[src/verilog/tmc_pkg.sv]
package tmc_pkg;

    // ****************************************
    // register offsets, one byte register each
    // ****************************************
    localparam logic [3:0] ADDR_TSC  = 4'h0;
    localparam logic [3:0] ADDR_CNTH = 4'h1;
    localparam logic [3:0] ADDR_CNTL = 4'h2;
    localparam logic [3:0] ADDR_MODH = 4'h3;
    localparam logic [3:0] ADDR_MODL = 4'h4;
    localparam logic [3:0] ADDR_CSC  = 4'h5;
    localparam logic [3:0] ADDR_CVH  = 4'h6;
    localparam logic [3:0] ADDR_CVL  = 4'h7;

    // ****************************************
    // field positions
    // ****************************************
    localparam int TSC_FLAG    = 7;
    localparam int TSC_IE      = 6;
    localparam int TSC_CENTER_PWM_SELECT   = 5;
    localparam int TSC_CLKS_LO = 3;
    localparam int TSC_PS_LO   = 0;
    localparam int CSC_FLAG    = 7;
    localparam int CSC_IE      = 6;
    localparam int CSC_MODE_LO = 4;
    localparam int CSC_ELS_LO  = 2;

    // ****************************************
    // encodings and reset values
    // ****************************************
    localparam logic [1:0] CLKS_OFF   = 2'h0;
    localparam logic [1:0] CLKS_BUS   = 2'h1;
    localparam logic [1:0] CLKS_FIXED = 2'h2;
    localparam logic [1:0] CLKS_EXT   = 2'h3;
    localparam logic [1:0] ELS_OFF    = 2'h0;
    localparam logic [1:0] ELS_RISE   = 2'h1;
    localparam logic [1:0] ELS_FALL   = 2'h2;
    localparam logic [1:0] ELS_BOTH   = 2'h3;
    localparam logic [15:0] CNT_ZERO  = 16'h0000;
    localparam logic [15:0] CNT_MAX   = 16'hffff;
    localparam logic [7:0]  BYTE_ZERO = 8'h00;

    typedef enum logic [1:0] {
        MODE_CAPTURE,
        MODE_COMPARE,
        MODE_EPWM,
        MODE_CPWM
    } tmc_mode_t;

endpackage

[src/verilog/tmc_timer.sv]
`timescale 1ns/1ps
module tmc_timer (
    input  wire logic       clock,
    input  wire logic       arst_n,
    input  wire logic [3:0] reg_addr,
    input  wire logic [7:0] reg_wdata,
    input  wire logic       reg_wr,
    input  wire logic       reg_rd,
    output logic      [7:0] reg_rdata,
    input  wire logic       bdm_active,
    input  wire logic       stop_mode,
    input  wire logic       fixed_clk_tick,
    input  wire logic       ext_clk_pin,
    input  wire logic       chan_pin_in,
    output logic            chan_pin_out,
    output logic            chan_pin_oe,
    output logic            tof_irq,
    output logic            chan_irq
);

    // ****************************************
    // state
    // ****************************************
    typedef struct packed {
        logic [15:0] cnt;
        logic        down;
        logic [6:0]  pre;
        logic        counter_overflow_flag;
        logic        tof_armed;
        logic        overflow_interrupt_enable;
        logic        center_pwm_select;
        logic [1:0]  clks;
        logic [2:0]  ps;
        logic [15:0] modv;
        logic [15:0] mod_buf;
        logic        mod_hw;
        logic        mod_lw;
        logic [15:0] cnt_buf;
        logic        cnt_lat;
        logic        cnt_lat_hi;
        logic        chf;
        logic        chf_armed;
        logic        chie;
        logic [1:0]  ms;
        logic [1:0]  els;
        logic [15:0] cv;
        logic [15:0] cv_buf;
        logic        cv_hw;
        logic        cv_lw;
        logic [15:0] cap_buf;
        logic        cap_lat;
        logic        cap_lat_hi;
        logic [2:0]  pin_sync;
        logic [2:0]  ext_sync;
        logic        pin_out;
        logic        pin_oe;
        logic [7:0]  rdata;
        logic        tof_irq;
        logic        chan_irq;
    } tmc_state_t;

    tmc_state_t        st_ff;
    tmc_state_t        nxt_st;
    tmc_pkg::tmc_mode_t mode;
    logic              src_tick;
    logic              pre_last;
    logic              tick;
    logic              ovf;
    logic              match;
    logic              edge_ev;
    logic              ch_evt;
    logic              is_hi;
    logic              cv_full;
    logic [15:0]       tc;

    // byte lane of a 16-bit word
    function automatic logic [7:0] byte_sel(input logic hi, input logic [15:0] w);
        byte_sel = hi ? w[15:8] : w[7:0];
    endfunction

    // prescale terminal value, divide by 2**sel
    function automatic logic [6:0] div_mask(input logic [2:0] sel);
        div_mask = 7'((8'h01 << sel) - 8'h01);
    endfunction

    // ****************************************
    // next-state logic
    // ****************************************
    always_comb begin
        nxt_st = st_ff;
        // pins go through three flops; edges look at the second and third only
        nxt_st.pin_sync = {st_ff.pin_sync[1:0], chan_pin_in};
        nxt_st.ext_sync = {st_ff.ext_sync[1:0], ext_clk_pin};
        // channel mode, center pwm overrides the channel bits
        if (st_ff.center_pwm_select) begin
            mode = tmc_pkg::MODE_CPWM;
        end else if (st_ff.ms[1]) begin
            mode = tmc_pkg::MODE_EPWM;
        end else if (st_ff.ms[0]) begin
            mode = tmc_pkg::MODE_COMPARE;
        end else begin
            mode = tmc_pkg::MODE_CAPTURE;
        end
        // clock source; external edges need the quarter-rate limit
        unique case (st_ff.clks)
            tmc_pkg::CLKS_OFF:   src_tick = 1'b0;
            tmc_pkg::CLKS_BUS:   src_tick = 1'b1;
            tmc_pkg::CLKS_FIXED: src_tick = fixed_clk_tick;
            tmc_pkg::CLKS_EXT:   src_tick = st_ff.ext_sync[1] & ~st_ff.ext_sync[2];
        endcase
        pre_last = st_ff.pre == div_mask(st_ff.ps);
        tick = src_tick && !bdm_active && !stop_mode && pre_last;
        if (src_tick && !bdm_active && !stop_mode) begin
            nxt_st.pre = pre_last ? 7'h00 : st_ff.pre + 7'h01;
        end
        // counter; a zero modulus means free running
        tc = (st_ff.modv == tmc_pkg::CNT_ZERO) ? tmc_pkg::CNT_MAX : st_ff.modv;
        ovf = 1'b0;
        if (tick) begin
            if (!st_ff.center_pwm_select) begin
                nxt_st.down = 1'b0;
                if (st_ff.cnt == tc) begin
                    nxt_st.cnt = tmc_pkg::CNT_ZERO;
                    ovf = 1'b1;
                end else begin
                    nxt_st.cnt = st_ff.cnt + 16'h0001;
                end
            end else if (!st_ff.down) begin
                if (st_ff.cnt == tc) begin
                    nxt_st.down = 1'b1;
                    nxt_st.cnt = st_ff.cnt - 16'h0001;
                    ovf = 1'b1;
                end else begin
                    nxt_st.cnt = st_ff.cnt + 16'h0001;
                end
            end else if (st_ff.cnt == tmc_pkg::CNT_ZERO) begin
                nxt_st.down = 1'b0;
                nxt_st.cnt = 16'h0001;
            end else begin
                nxt_st.cnt = st_ff.cnt - 16'h0001;
            end
        end
        // channel behaviour
        match = tick && (st_ff.cnt == st_ff.cv);
        unique case (st_ff.els)
            tmc_pkg::ELS_OFF:  edge_ev = 1'b0;
            tmc_pkg::ELS_RISE: edge_ev = st_ff.pin_sync[1] & ~st_ff.pin_sync[2];
            tmc_pkg::ELS_FALL: edge_ev = ~st_ff.pin_sync[1] & st_ff.pin_sync[2];
            tmc_pkg::ELS_BOTH: edge_ev = st_ff.pin_sync[1] ^ st_ff.pin_sync[2];
        endcase
        ch_evt = 1'b0;
        unique case (mode)
            tmc_pkg::MODE_CAPTURE: begin
                if (edge_ev) begin
                    nxt_st.cv = st_ff.cnt;
                    ch_evt = 1'b1;
                end
            end
            tmc_pkg::MODE_COMPARE: begin
                if (match) begin
                    ch_evt = 1'b1;
                    unique case (st_ff.els)
                        tmc_pkg::ELS_OFF:  nxt_st.pin_out = st_ff.pin_out;
                        tmc_pkg::ELS_RISE: nxt_st.pin_out = ~st_ff.pin_out;
                        tmc_pkg::ELS_FALL: nxt_st.pin_out = 1'b0;
                        tmc_pkg::ELS_BOTH: nxt_st.pin_out = 1'b1;
                    endcase
                end
            end
            tmc_pkg::MODE_EPWM: begin
                // level from count keeps 0% and 100% exact
                ch_evt = match;
                nxt_st.pin_out = (nxt_st.cnt < st_ff.cv) ^ st_ff.els[0];
            end
            tmc_pkg::MODE_CPWM: begin
                // negative or zero value reads as 0% duty; the down-count match
                // sits inside the pulse so its width is twice the value
                ch_evt = match;
                nxt_st.pin_out = (!st_ff.cv[15] && st_ff.cv != tmc_pkg::CNT_ZERO
                                  && (nxt_st.cnt < st_ff.cv
                                      || (nxt_st.down && nxt_st.cnt == st_ff.cv)))
                                 ^ st_ff.els[0];
            end
        endcase
        nxt_st.pin_oe = (st_ff.els != tmc_pkg::ELS_OFF)
                        && (mode != tmc_pkg::MODE_CAPTURE);
        // coherent value transfer; pwm waits for a period boundary
        cv_full = st_ff.cv_hw && st_ff.cv_lw;
        if (cv_full && (mode == tmc_pkg::MODE_COMPARE || mode == tmc_pkg::MODE_CAPTURE
                || (mode == tmc_pkg::MODE_EPWM && st_ff.cnt == tmc_pkg::CNT_ZERO)
                || (mode == tmc_pkg::MODE_CPWM && ovf))) begin
            nxt_st.cv = st_ff.cv_buf;
            nxt_st.cv_hw = 1'b0;
            nxt_st.cv_lw = 1'b0;
        end
        if (st_ff.mod_hw && st_ff.mod_lw) begin
            nxt_st.modv = st_ff.mod_buf;
            nxt_st.mod_hw = 1'b0;
            nxt_st.mod_lw = 1'b0;
        end
        // register writes
        is_hi = (reg_addr == tmc_pkg::ADDR_CNTH) || (reg_addr == tmc_pkg::ADDR_MODH)
                || (reg_addr == tmc_pkg::ADDR_CVH);
        if (reg_wr) begin
            unique case (reg_addr)
                tmc_pkg::ADDR_TSC: begin
                    if (!reg_wdata[tmc_pkg::TSC_FLAG] && st_ff.tof_armed) begin
                        nxt_st.counter_overflow_flag = 1'b0;
                    end
                    nxt_st.tof_armed = 1'b0;
                    nxt_st.overflow_interrupt_enable = reg_wdata[tmc_pkg::TSC_IE];
                    nxt_st.center_pwm_select = reg_wdata[tmc_pkg::TSC_CENTER_PWM_SELECT];
                    nxt_st.clks = reg_wdata[tmc_pkg::TSC_CLKS_LO +: 2];
                    nxt_st.ps = reg_wdata[tmc_pkg::TSC_PS_LO +: 3];
                    nxt_st.mod_hw = 1'b0;
                    nxt_st.mod_lw = 1'b0;
                end
                tmc_pkg::ADDR_CNTH, tmc_pkg::ADDR_CNTL: begin
                    nxt_st.cnt = tmc_pkg::CNT_ZERO;
                    nxt_st.down = 1'b0;
                    nxt_st.pre = 7'h00;
                    nxt_st.cnt_lat = 1'b0;
                end
                tmc_pkg::ADDR_MODH, tmc_pkg::ADDR_MODL: begin
                    if (is_hi) begin
                        nxt_st.mod_buf[15:8] = reg_wdata;
                        nxt_st.mod_hw = 1'b1;
                    end else begin
                        nxt_st.mod_buf[7:0] = reg_wdata;
                        nxt_st.mod_lw = 1'b1;
                    end
                end
                tmc_pkg::ADDR_CSC: begin
                    if (!reg_wdata[tmc_pkg::CSC_FLAG] && st_ff.chf_armed) begin
                        nxt_st.chf = 1'b0;
                    end
                    nxt_st.chf_armed = 1'b0;
                    nxt_st.chie = reg_wdata[tmc_pkg::CSC_IE];
                    nxt_st.ms = reg_wdata[tmc_pkg::CSC_MODE_LO +: 2];
                    nxt_st.els = reg_wdata[tmc_pkg::CSC_ELS_LO +: 2];
                    nxt_st.cv_hw = 1'b0;
                    nxt_st.cv_lw = 1'b0;
                    nxt_st.cap_lat = 1'b0;
                end
                tmc_pkg::ADDR_CVH, tmc_pkg::ADDR_CVL: begin
                    if (is_hi) begin
                        nxt_st.cv_buf[15:8] = reg_wdata;
                        nxt_st.cv_hw = 1'b1;
                    end else begin
                        nxt_st.cv_buf[7:0] = reg_wdata;
                        nxt_st.cv_lw = 1'b1;
                    end
                end
                default: begin
                end
            endcase
        end
        // hardware sets come last so an event beats a clear in the same cycle
        if (ovf) begin
            nxt_st.counter_overflow_flag = 1'b1;
            nxt_st.tof_armed = 1'b0;
        end
        if (ch_evt) begin
            nxt_st.chf = 1'b1;
            nxt_st.chf_armed = 1'b0;
        end
        // register reads; data stands one cycle only
        nxt_st.rdata = tmc_pkg::BYTE_ZERO;
        if (reg_rd) begin
            unique case (reg_addr)
                tmc_pkg::ADDR_TSC: begin
                    nxt_st.rdata = {st_ff.counter_overflow_flag, st_ff.overflow_interrupt_enable, st_ff.center_pwm_select, st_ff.clks, st_ff.ps};
                    nxt_st.tof_armed = (st_ff.counter_overflow_flag || st_ff.tof_armed) && !ovf;
                end
                tmc_pkg::ADDR_CNTH, tmc_pkg::ADDR_CNTL: begin
                    if (!st_ff.cnt_lat) begin
                        nxt_st.rdata = byte_sel(is_hi, st_ff.cnt);
                        nxt_st.cnt_buf = st_ff.cnt;
                        nxt_st.cnt_lat = 1'b1;
                        nxt_st.cnt_lat_hi = is_hi;
                    end else begin
                        nxt_st.rdata = byte_sel(is_hi, st_ff.cnt_buf);
                        nxt_st.cnt_lat = (is_hi == st_ff.cnt_lat_hi);
                    end
                end
                tmc_pkg::ADDR_MODH, tmc_pkg::ADDR_MODL: begin
                    nxt_st.rdata = byte_sel(is_hi, st_ff.modv);
                end
                tmc_pkg::ADDR_CSC: begin
                    nxt_st.rdata = {st_ff.chf, st_ff.chie, st_ff.ms, st_ff.els, 2'h0};
                    nxt_st.chf_armed = (st_ff.chf || st_ff.chf_armed) && !ch_evt;
                end
                tmc_pkg::ADDR_CVH, tmc_pkg::ADDR_CVL: begin
                    if (mode != tmc_pkg::MODE_CAPTURE) begin
                        nxt_st.rdata = byte_sel(is_hi, st_ff.cv);
                    end else if (!st_ff.cap_lat) begin
                        nxt_st.rdata = byte_sel(is_hi, st_ff.cv);
                        nxt_st.cap_buf = st_ff.cv;
                        nxt_st.cap_lat = 1'b1;
                        nxt_st.cap_lat_hi = is_hi;
                    end else begin
                        nxt_st.rdata = byte_sel(is_hi, st_ff.cap_buf);
                        nxt_st.cap_lat = (is_hi == st_ff.cap_lat_hi);
                    end
                end
                default: begin
                end
            endcase
        end
        // interrupt levels follow flag and enable
        nxt_st.tof_irq = nxt_st.counter_overflow_flag && nxt_st.overflow_interrupt_enable;
        nxt_st.chan_irq = nxt_st.chf && nxt_st.chie;
    end

    // ****************************************
    // state register
    // ****************************************
    always_ff @(posedge clock or negedge arst_n) begin
        if (!arst_n) begin
            st_ff <= '0;
        end else begin
            st_ff <= nxt_st;
        end
    end

    assign reg_rdata    = st_ff.rdata;
    assign chan_pin_out = st_ff.pin_out;
    assign chan_pin_oe  = st_ff.pin_oe;
    assign tof_irq      = st_ff.tof_irq;
    assign chan_irq     = st_ff.chan_irq;
endmodule

[config.mk]
export PLATFORM = sky130hd
export DESIGN_NAME = tmc_timer
export DESIGN_NICKNAME = d
export VERILOG_FILES = /design/src/verilog/tmc_pkg.sv /design/src/verilog/tmc_timer.sv
export SDC_FILE = /design/constraint.sdc
export NUM_CORES = 1
export LEC_CHECK = 0
export BUFFER_PORTS_ARGS = -buffer_cell sky130_fd_sc_hd__buf_2
export CELL_PAD_IN_SITES_DETAIL_PLACEMENT = 0
export CELL_PAD_IN_SITES_GLOBAL_PLACEMENT = 1
export CORE_ASPECT_RATIO = 0.5
export CORE_MARGIN = 2
export CORE_UTILIZATION = 45
export CTS_BUF_LIST = sky130_fd_sc_hd__clkbuf_16
export DETAILED_ROUTE_END_ITERATION = 10
export GPL_TIMING_DRIVEN = 0
export PLACE_DENSITY = 0.71
export SKIP_CTS_REPAIR_TIMING = 1
export SYNTH_ARGS = -nofsm -noshare
export SYNTH_HDL_FRONTEND = slang
export SYNTH_SLANG_ARGS = --single-unit
[constraint.sdc]
create_clock -name clock -period 5.85 [get_ports clock]
set_input_delay 0.585 -clock clock [delete_from_list [all_inputs] [get_ports clock]]
set_output_delay 0.585 -clock clock [all_outputs]
set_load 0.01 [all_outputs]
==> metrics.md, run 1 <==
| Metric | Value |
|---|---|
| Count leader, synth | `dfrtp_1` |
| FF-to-FF setup slack | `roughly 0.32 ns` |
| Vias in the first global route | `about 7,400` |
| Iteration-0 DRC Markers | `765` |
| CP Cell Sequence | `clkbuf_1 -> inv_1 -> ha_1 -> nor3b_4 -> nand4_1 -> or4_1 -> buf_2 -> a21oi_1 -> nor3_1 -> a31o_2 -> a22oi_1 -> nand3_1 -> ha_1 -> a21o_1 -> a21o_1 -> a21o_1 -> a21o_1 -> a21o_1 -> a31oi_1 -> a211oi_4 -> nor2b_1 -> o41ai_1` |
| Min Clock Period, post-route | `between 5 and 6 ns` |
| Syn_nets | `930` |
| Root Driver | `clkbuf_16` |
| Worst VDD drop | `~0.23 mV` |
| Critical R2R Capture | `chan_pin_out` |
| Final hold violations | `0` |
| Slew @ Worst Pin | `1.06 ns` |
| Clock Sinks | `162` |
| Initial antenna violation count | `0` |
| CP max stage cell | `or4_1` |
| P per Cell Area | `between 400 and 500 mW/mm^2` |
| Placed Area | `between 0.01 and 0.015 mm^2` |
| Critical Path AT | `roughly 6 ns` |
| H-tree lvl count | `4` |
| CP most frequent cell | `a21o_1` |
| Post-route ant nets | `0` |
| DRC violations left | `0` |
| # IOs | `33` |
| Clock share of power | `a little under a quarter` |
| Worst r2r src | `st_ff[147]` |
| Placed cells | `around 1,200` |
| Die Span X | `~210 um` |
| Yosys warnings | `0` |
| Chip Height | `108 um` |
| Distinct cells, synth | `75` |
| Commonest cells post-synth | `dfrtp_1, mux2_2, nand2_1` |
| Post-synth EDFFs | `0` |
| Net Sw Power | `approximately 1700 uW` |
| Final Instance Area | `approximately 0.011 mm^2` |
| Netlist Area Pre-Place | `about 0.0096 mm^2` |
| Post-synth top area cell | `dfrtp_1` |
| CORE AREA | `0.0208 mm^2` |
| CP max FO | `9` |
| Syn avg cell area | `10.9 um^2` |
| Die ar. | `between 0.02 and 0.025 mm^2` |
| Max-Cap Viols | `0` |
| Layout area overhead | `12.2%` |
| Max Freq | `around 0.18 GHz` |
| Clock latency on the worst-skew pair | `approximately 0.45 ns` |
| Total global-route track usage | `27.9%` |
| Post-layout util | `between 50 and 60%` |
| Switching Fraction | `~38%` |
| Worst setup EP type | `flop` |
| First-pass GRT wire length | `roughly 46 mm` |
| Total grt overflow | `0` |
| Pins Over Slew Limit | `0` |
| Clock Path Buffers | `2` |
| Pre-antenna DRT Iters | `8` |
| Area of the multi-input gates | `a little over 0.005 mm^2` |
| TritonCTS Buffers | `17` |
| Crit path launch | `st_ff[147]` |
| Final net count | `985` |
| WP data required | `around 6.2 ns` |
| Hold crit path type | `primary input to async pin` |
| Synthesized flop and latch total | `around 160` |
| Clock transition at path regs | `~0.06 ns` |
| FFs w/ async S/R, synth | `100%` |
| Wire per inst | `between 20 and 25 um` |
| Site row count | `37` |
| Number of port buffers | `30` |
| Cells on worst reg2reg path | `22` |
| Gpl congestion | `0.916` |
| CP endpoint | `chan_pin_out` |
| Via density | `~6.2` |
| Effective utilization at floorplan | `a little under half` |
| P_int | `2770 uW` |
| Sequential Power Share | `just under 40%` |
| CP startpoint kind | `flop` |
| Status | `completed` |
| Critical path class | `flop to flop` |
| Fill count | `around 1,900` |
| Largest net degree at the start of global routing | `around 110` |
| TritonCTS clock tree | `done` |
| RSZ-0062 raised after global routing | `no` |
| Vias | `between 7,000 and 8,000` |
| Top FF cell, synth | `dfrtp_1` |
| Post-synthesis sequential area ratio | `42.0%` |
| Non-filler instance count after layout | `between 1,000 and 1,500` |
| Area fraction of the dominant cell type after synthesis | `42.0%` |
| DP HPWL | `between 20 and 25 mm` |
| Max Clock Skew | `~0.0074 ns` |
| Detailed Route WL | `29.9 mm` |
| Combinational power share | `between 30% and 40%` |
| Worst relative slew slack | `just under 30%` |
| Leak | `around 0.0047 uW` |
| Ratio of cells with drive above 1 in the final layout | `a little under 30%` |
| Setup violations, final | `0` |
| Syn Inst Count | `about 890` |
| Crit-path max cell delay | `approximately 0.48 ns` |
| Storage cell area | `just over 0.004 mm^2` |
| Ranking of synthesized cells by area | `dfrtp_1, mux2_2, xnor2_1` |
| Post-route clock period utilization | `between 90% and 100%` |
| Total power | `between 4000 and 5000 uW` |
## worst max-delay path: cells and delay by family, from the launching register on
kind | cells | cell delay [ns]
adders and majority gates | 2 | 0.56
and+or+nand+nor | 6 | 1.43
AOI/OAI and AO/OA | 11 | 2.19
DFF | 1 | 0.39
buffers and inverters | 3 | 0.85
## worst min-delay path by stage
stage	start	to	depth (start not counted)
after floorplan	arst_n	chan_irq	0
after detailed placement	nxt_st[16]	nxt_st[17]	0
after global placement	nxt_st[13]	nxt_st[14]	0
final	arst_n	st_ff[158]	1
after CTS	arst_n	st_ff[158]	1
after global routing	arst_n	st_ff[156]	1
## through the flow
step,hold slack [ns],worst slack (ns),setup TNS [ns]
after floorplan,0.289,1.17,0
after global routing,0.0610,0.0305,0
final,0.0422,0.323,0
after CTS,0.0558,-0.527,-0.527
after global placement,0.347,-0.494,-0.494
after detailed placement,0.338,-0.448,-0.448
## power by group through the flow
stage               sequential, uW  combinational [uW]  clock (uW)
floorplan                     1600                1280           0
global placement              1710                1590           0
detailed placement            1720                1620           0
CTS                           1700                1630        1080
global route                  1740                1820        1130
finish                        1710                1670        1070
## cell type report
cell class / instances / area share, %
diodes: 1 / 0.0231
repair buffers: 36 / 2.20
flip-flops and latches: 162 / 37.5
clock buffers: 17 / 3.93
multi-input cells: 628 / 47.8
clock inverters: 14 / 1.08
inverters: 31 / 1.08
well taps: 273 / 3.16
plain buffers: 66 / 3.30
## registers in the layout, indices dropped and copies added, names as in the netlist
signal / count
chan_pin_out: 1
st_ff: 146
chan_pin_oe: 1
tof_irq: 1
chan_irq: 1
nxt_st: 4
reg_rdata: 8
## cells in the final DEF, fill, tap and decap left out, types with 7 or more instances in the layout
master	netlist	final
clkbuf_16	0	17
and3_1	11	11
nor2b_1	9	9
o21ai_0	18	18
nand4_1	11	11
inv_1	30	32
nand2b_1	7	7
xor2_1	13	12
dfrtp_1	162	162
nor2_2	15	15
a21oi_2	17	17
a41oi_1	13	13
buf_2	11	40
buf_6	7	7
xnor2_1	42	42
nor2_1	39	39
a222oi_1	8	8
a31oi_1	12	12
mux4_2	16	16
nand3_1	17	16
nor4_1	17	15
buf_4	10	15
a21o_1	10	10
clkbuf_1	34	32
mux2i_1	18	18
mux2_2	98	98
ha_1	22	22
nor3_1	17	17
nand2_1	58	58
a21oi_1	36	36
## routing by layer
metal / vias to the layer above / part of all wire [%] / global-route usage, %
met3: 40 / 9.0 / 7.38
li1: 3387 / - / -
met1: 3862 / 48 / 42.3
met4: 0 / 1.4 / 5.53
met5: - / 0 / 0
met2: 303 / 41 / 39.7
## cell families after synthesis
family | Yosys count | synth area share [%]
and+or+nand+nor | 243 | 14.2
AOI/OAI and AO/OA | 176 | 14.0
DFF | 162 | 42.0
muxes | 132 | 17.0
buffers and inverters | 97 | 4.85
xor gates and xnor gates | 55 | 4.99
adders and majority gates | 22 | 2.85
Note: power is estimated with default switching activity, not from simulation.
==> run 2, diff against run 1 <==
==> constraint.sdc (replaced) <==
create_clock -name clock -period 5.8 [get_ports clock]
set_input_delay 0.58 -clock clock [delete_from_list [all_inputs] [get_ports clock]]
set_output_delay 0.58 -clock clock [all_outputs]
set_load 0.01 [all_outputs]
==> run 2 against run 1 <==
Compared with the run above: critical path depth unchanged; cell count increased by 0.24%; maximum frequency increased by 0.31%; clock power about the same; critical endpoint unchanged; largest power group unchanged.
==> metrics.md, run 2 (same netlist as run 1, synthesis figures left out) <==
| Metric | Value |
|---|---|
| Status | `completed` |
| Wire per inst | `approximately 24 um` |
| Total global-route track usage | `roughly 28%` |
| FF-to-FF setup slack | `slightly below 0.3 ns` |
| Max Clock Skew | `~0.0072 ns` |
| Clock Path Buffers | `2` |
| Total grt overflow | `0` |
| Clock Sinks | `approximately 160` |
| Total power | `between 4000 and 5000 uW` |
| Die Span X | `roughly 210 um` |
| Largest net degree at the start of global routing | `roughly 110` |
| Pre-antenna DRT Iters | `8` |
| Combinational power share | `between 30% and 40%` |
| Post-route ant nets | `0` |
| RSZ-0062 raised after global routing | `no` |
| Final net count | `989` |
| Final hold violations | `0` |
| Critical Path AT | `between 5 and 6 ns` |
| CP startpoint kind | `flop` |
| Root Driver | `clkbuf_16` |
| Fin Hold WS | `0.0375 ns` |
| Detailed Route WL | `roughly 30 mm` |
| Min Clock Period, post-route | `5.51 ns` |
| Site row count | `37` |
| Cells on worst reg2reg path | `22` |
| CP max FO | `9` |
| TritonCTS clock tree | `done` |
| Clock share of power | `between 20% and 30%` |
| Vias in the first global route | `around 7,400` |
| Layout area overhead | `12.5%` |
| Setup violations, final | `0` |
| Met3 WL | `between 2 and 3 mm` |
| H-tree lvl count | `4` |
| Wl on met1 | `between 10 and 15 mm` |
| Critical R2R Capture | `chan_pin_out` |
| Setup TNS | `0 ns` |
| DRC violations left | `0` |
| Routed wl met2 | `12.4 mm` |
| Fill count | `~1,900` |
| Most flops, register | `st_ff` |
| Via density | `between 6 and 7` |
| ANT cells | `0` |
| P_int | `approximately 2800 uW` |
| WP data required | `6.13 ns` |
| Gpl congestion | `around 0.9` |
| Iteration-0 DRC Markers | `758` |
| Worst setup EP type | `flop` |
| Most frequent cells in the layout | `dfrtp_1, mux2_2, nand2_1` |
| TritonCTS Buffers | `17` |
| Post-route clock period utilization | `~95%` |
| Switching Fraction | `a little under two fifths` |
| # IOs | `33` |
| Sequential Power Share | `38.5%` |
| Leak | `about 0.0047 uW` |
| CORE AREA | `between 0.02 and 0.025 mm^2` |
| Vias | `between 7,000 and 8,000` |
| Max-Cap Viols | `0` |
| DP HPWL | `between 20 and 25 mm` |
| Post-layout util | `52.2%` |
| Number of port buffers | `30` |
| Critical path class | `flop to flop` |
| Chip Height | `108 um` |
| First-pass GRT wire length | `between 40 and 50 mm` |
| Highest routed layer | `met4` |
| Max FFs per register | `around 150` |
| Max Freq | `around 0.18 GHz` |
| Initial antenna violation count | `0` |
| Most common cell after layout, fill and taps aside | `dfrtp_1` |
| Ratio of cells with drive above 1 in the final layout | `29.4%` |
| Net Sw Power | `between 1500 and 2000 uW` |
| Clock transition at path regs | `roughly 0.060 ns` |
| Effective utilization at floorplan | `roughly 46%` |
| Worst r2r src | `st_ff[147]` |
| Pins Over Slew Limit | `0` |
| Worst VDD drop | `between 0.2 and 0.25 mV` |
| Hold crit path type | `primary input to async pin` |
| Slew @ Worst Pin | `about 1.1 ns` |
| Clock latency on the worst-skew pair | `~0.45 ns` |
| P per Cell Area | `414 mW/mm^2` |
| Die ar. | `between 0.02 and 0.025 mm^2` |
| Worst relative slew slack | `between 20% and 30%` |
-- run 2: cell count changes in the layout (fill, tap and decap cells not counted) --
| cell | previous run | this run |
|---|---|---|
| diode_2 | 1 | 0 |
| buf_4 | 15 | 19 |
| xor2_1 | 12 | 11 |
| xor2_2 | 1 | 2 |
-- run 2: worst max path at each step --
stage	end	from	slack, ns	cells after the start
6_report	chan_pin_out	st_ff[147]	0.29	22
2_1_floorplan	chan_pin_out	st_ff[130]	1.12	22
3_3_place_gp	chan_pin_out	st_ff[129]	-0.54	21
3_5_place_dp	chan_pin_out	st_ff[129]	-0.50	21
5_1_grt	chan_pin_out	st_ff[147]	0.02	22
4_1_cts	chan_pin_out	st_ff[129]	-0.58	21
-- run 2: area by class of cell --
| class | count | area (um^2) | share of cell area, % |
|---|---|---|---|
| Clock inverter | 14 | 116 | 1.07 |
| Multi-Input combinational cell | 628 | 5180 | 47.7 |
| Tap cell | 273 | 342 | 3.15 |
| Buffer | 66 | 357 | 3.28 |
| Sequential cell | 162 | 4050 | 37.3 |
| Inverter | 31 | 116 | 1.07 |
| Timing Repair Buffer | 40 | 268 | 2.47 |
| Clock buffer | 17 | 425 | 3.92 |
-- run 2: metrics by stage --
stage / instances / setup WS (ns) / area (um^2)
after floorplan: 887 / 1.12 / 9650
after global placement: 1190 / -0.544 / 10100
after detailed placement: 1193 / -0.498 / 10200
after CTS: 1224 / -0.577 / 10700
after global routing: 1231 / 0.0216 / 10900
final: 1231 / 0.290 / 10900
-- run 2: critical path, cell delays in order (launching register included) --
cell,delay (ns)
dfrtp_1,0.38
clkbuf_1,0.34
inv_1,0.28
ha_1,0.25
nor3b_4,0.32
nand4_1,0.25
or4_1,0.47
buf_2,0.22
a21oi_1,0.16
nor3_1,0.07
a31o_2,0.21
a22oi_1,0.23
nand3_1,0.12
ha_1,0.31
a21o_1,0.19
a21o_1,0.17
a21o_1,0.16
a21o_1,0.17
a21o_1,0.18
a31oi_1,0.28
a211oi_4,0.11
nor2b_1,0.16
o41ai_1,0.34
-- run 2: power by group through the flow --
stage | Clock, uW | Combinational (uW) | Sequential, uW
floorplan | 0 | 1290 | 1610
global placement | 0 | 1600 | 1730
detailed placement | 0 | 1640 | 1730
CTS | 1090 | 1650 | 1710
global route | 1140 | 1840 | 1760
finish | 1080 | 1690 | 1730
-- run 2: routing by layer --
| layer | GRT usage, % | vias up |
|---|---|---|
| met5 | 0 | - |
| met4 | 5.53 | 0 |
| met3 | 7.38 | 40 |
| met2 | 39.7 | 332 |
| met1 | 42.3 | 3844 |
| li1 | - | 3405 |
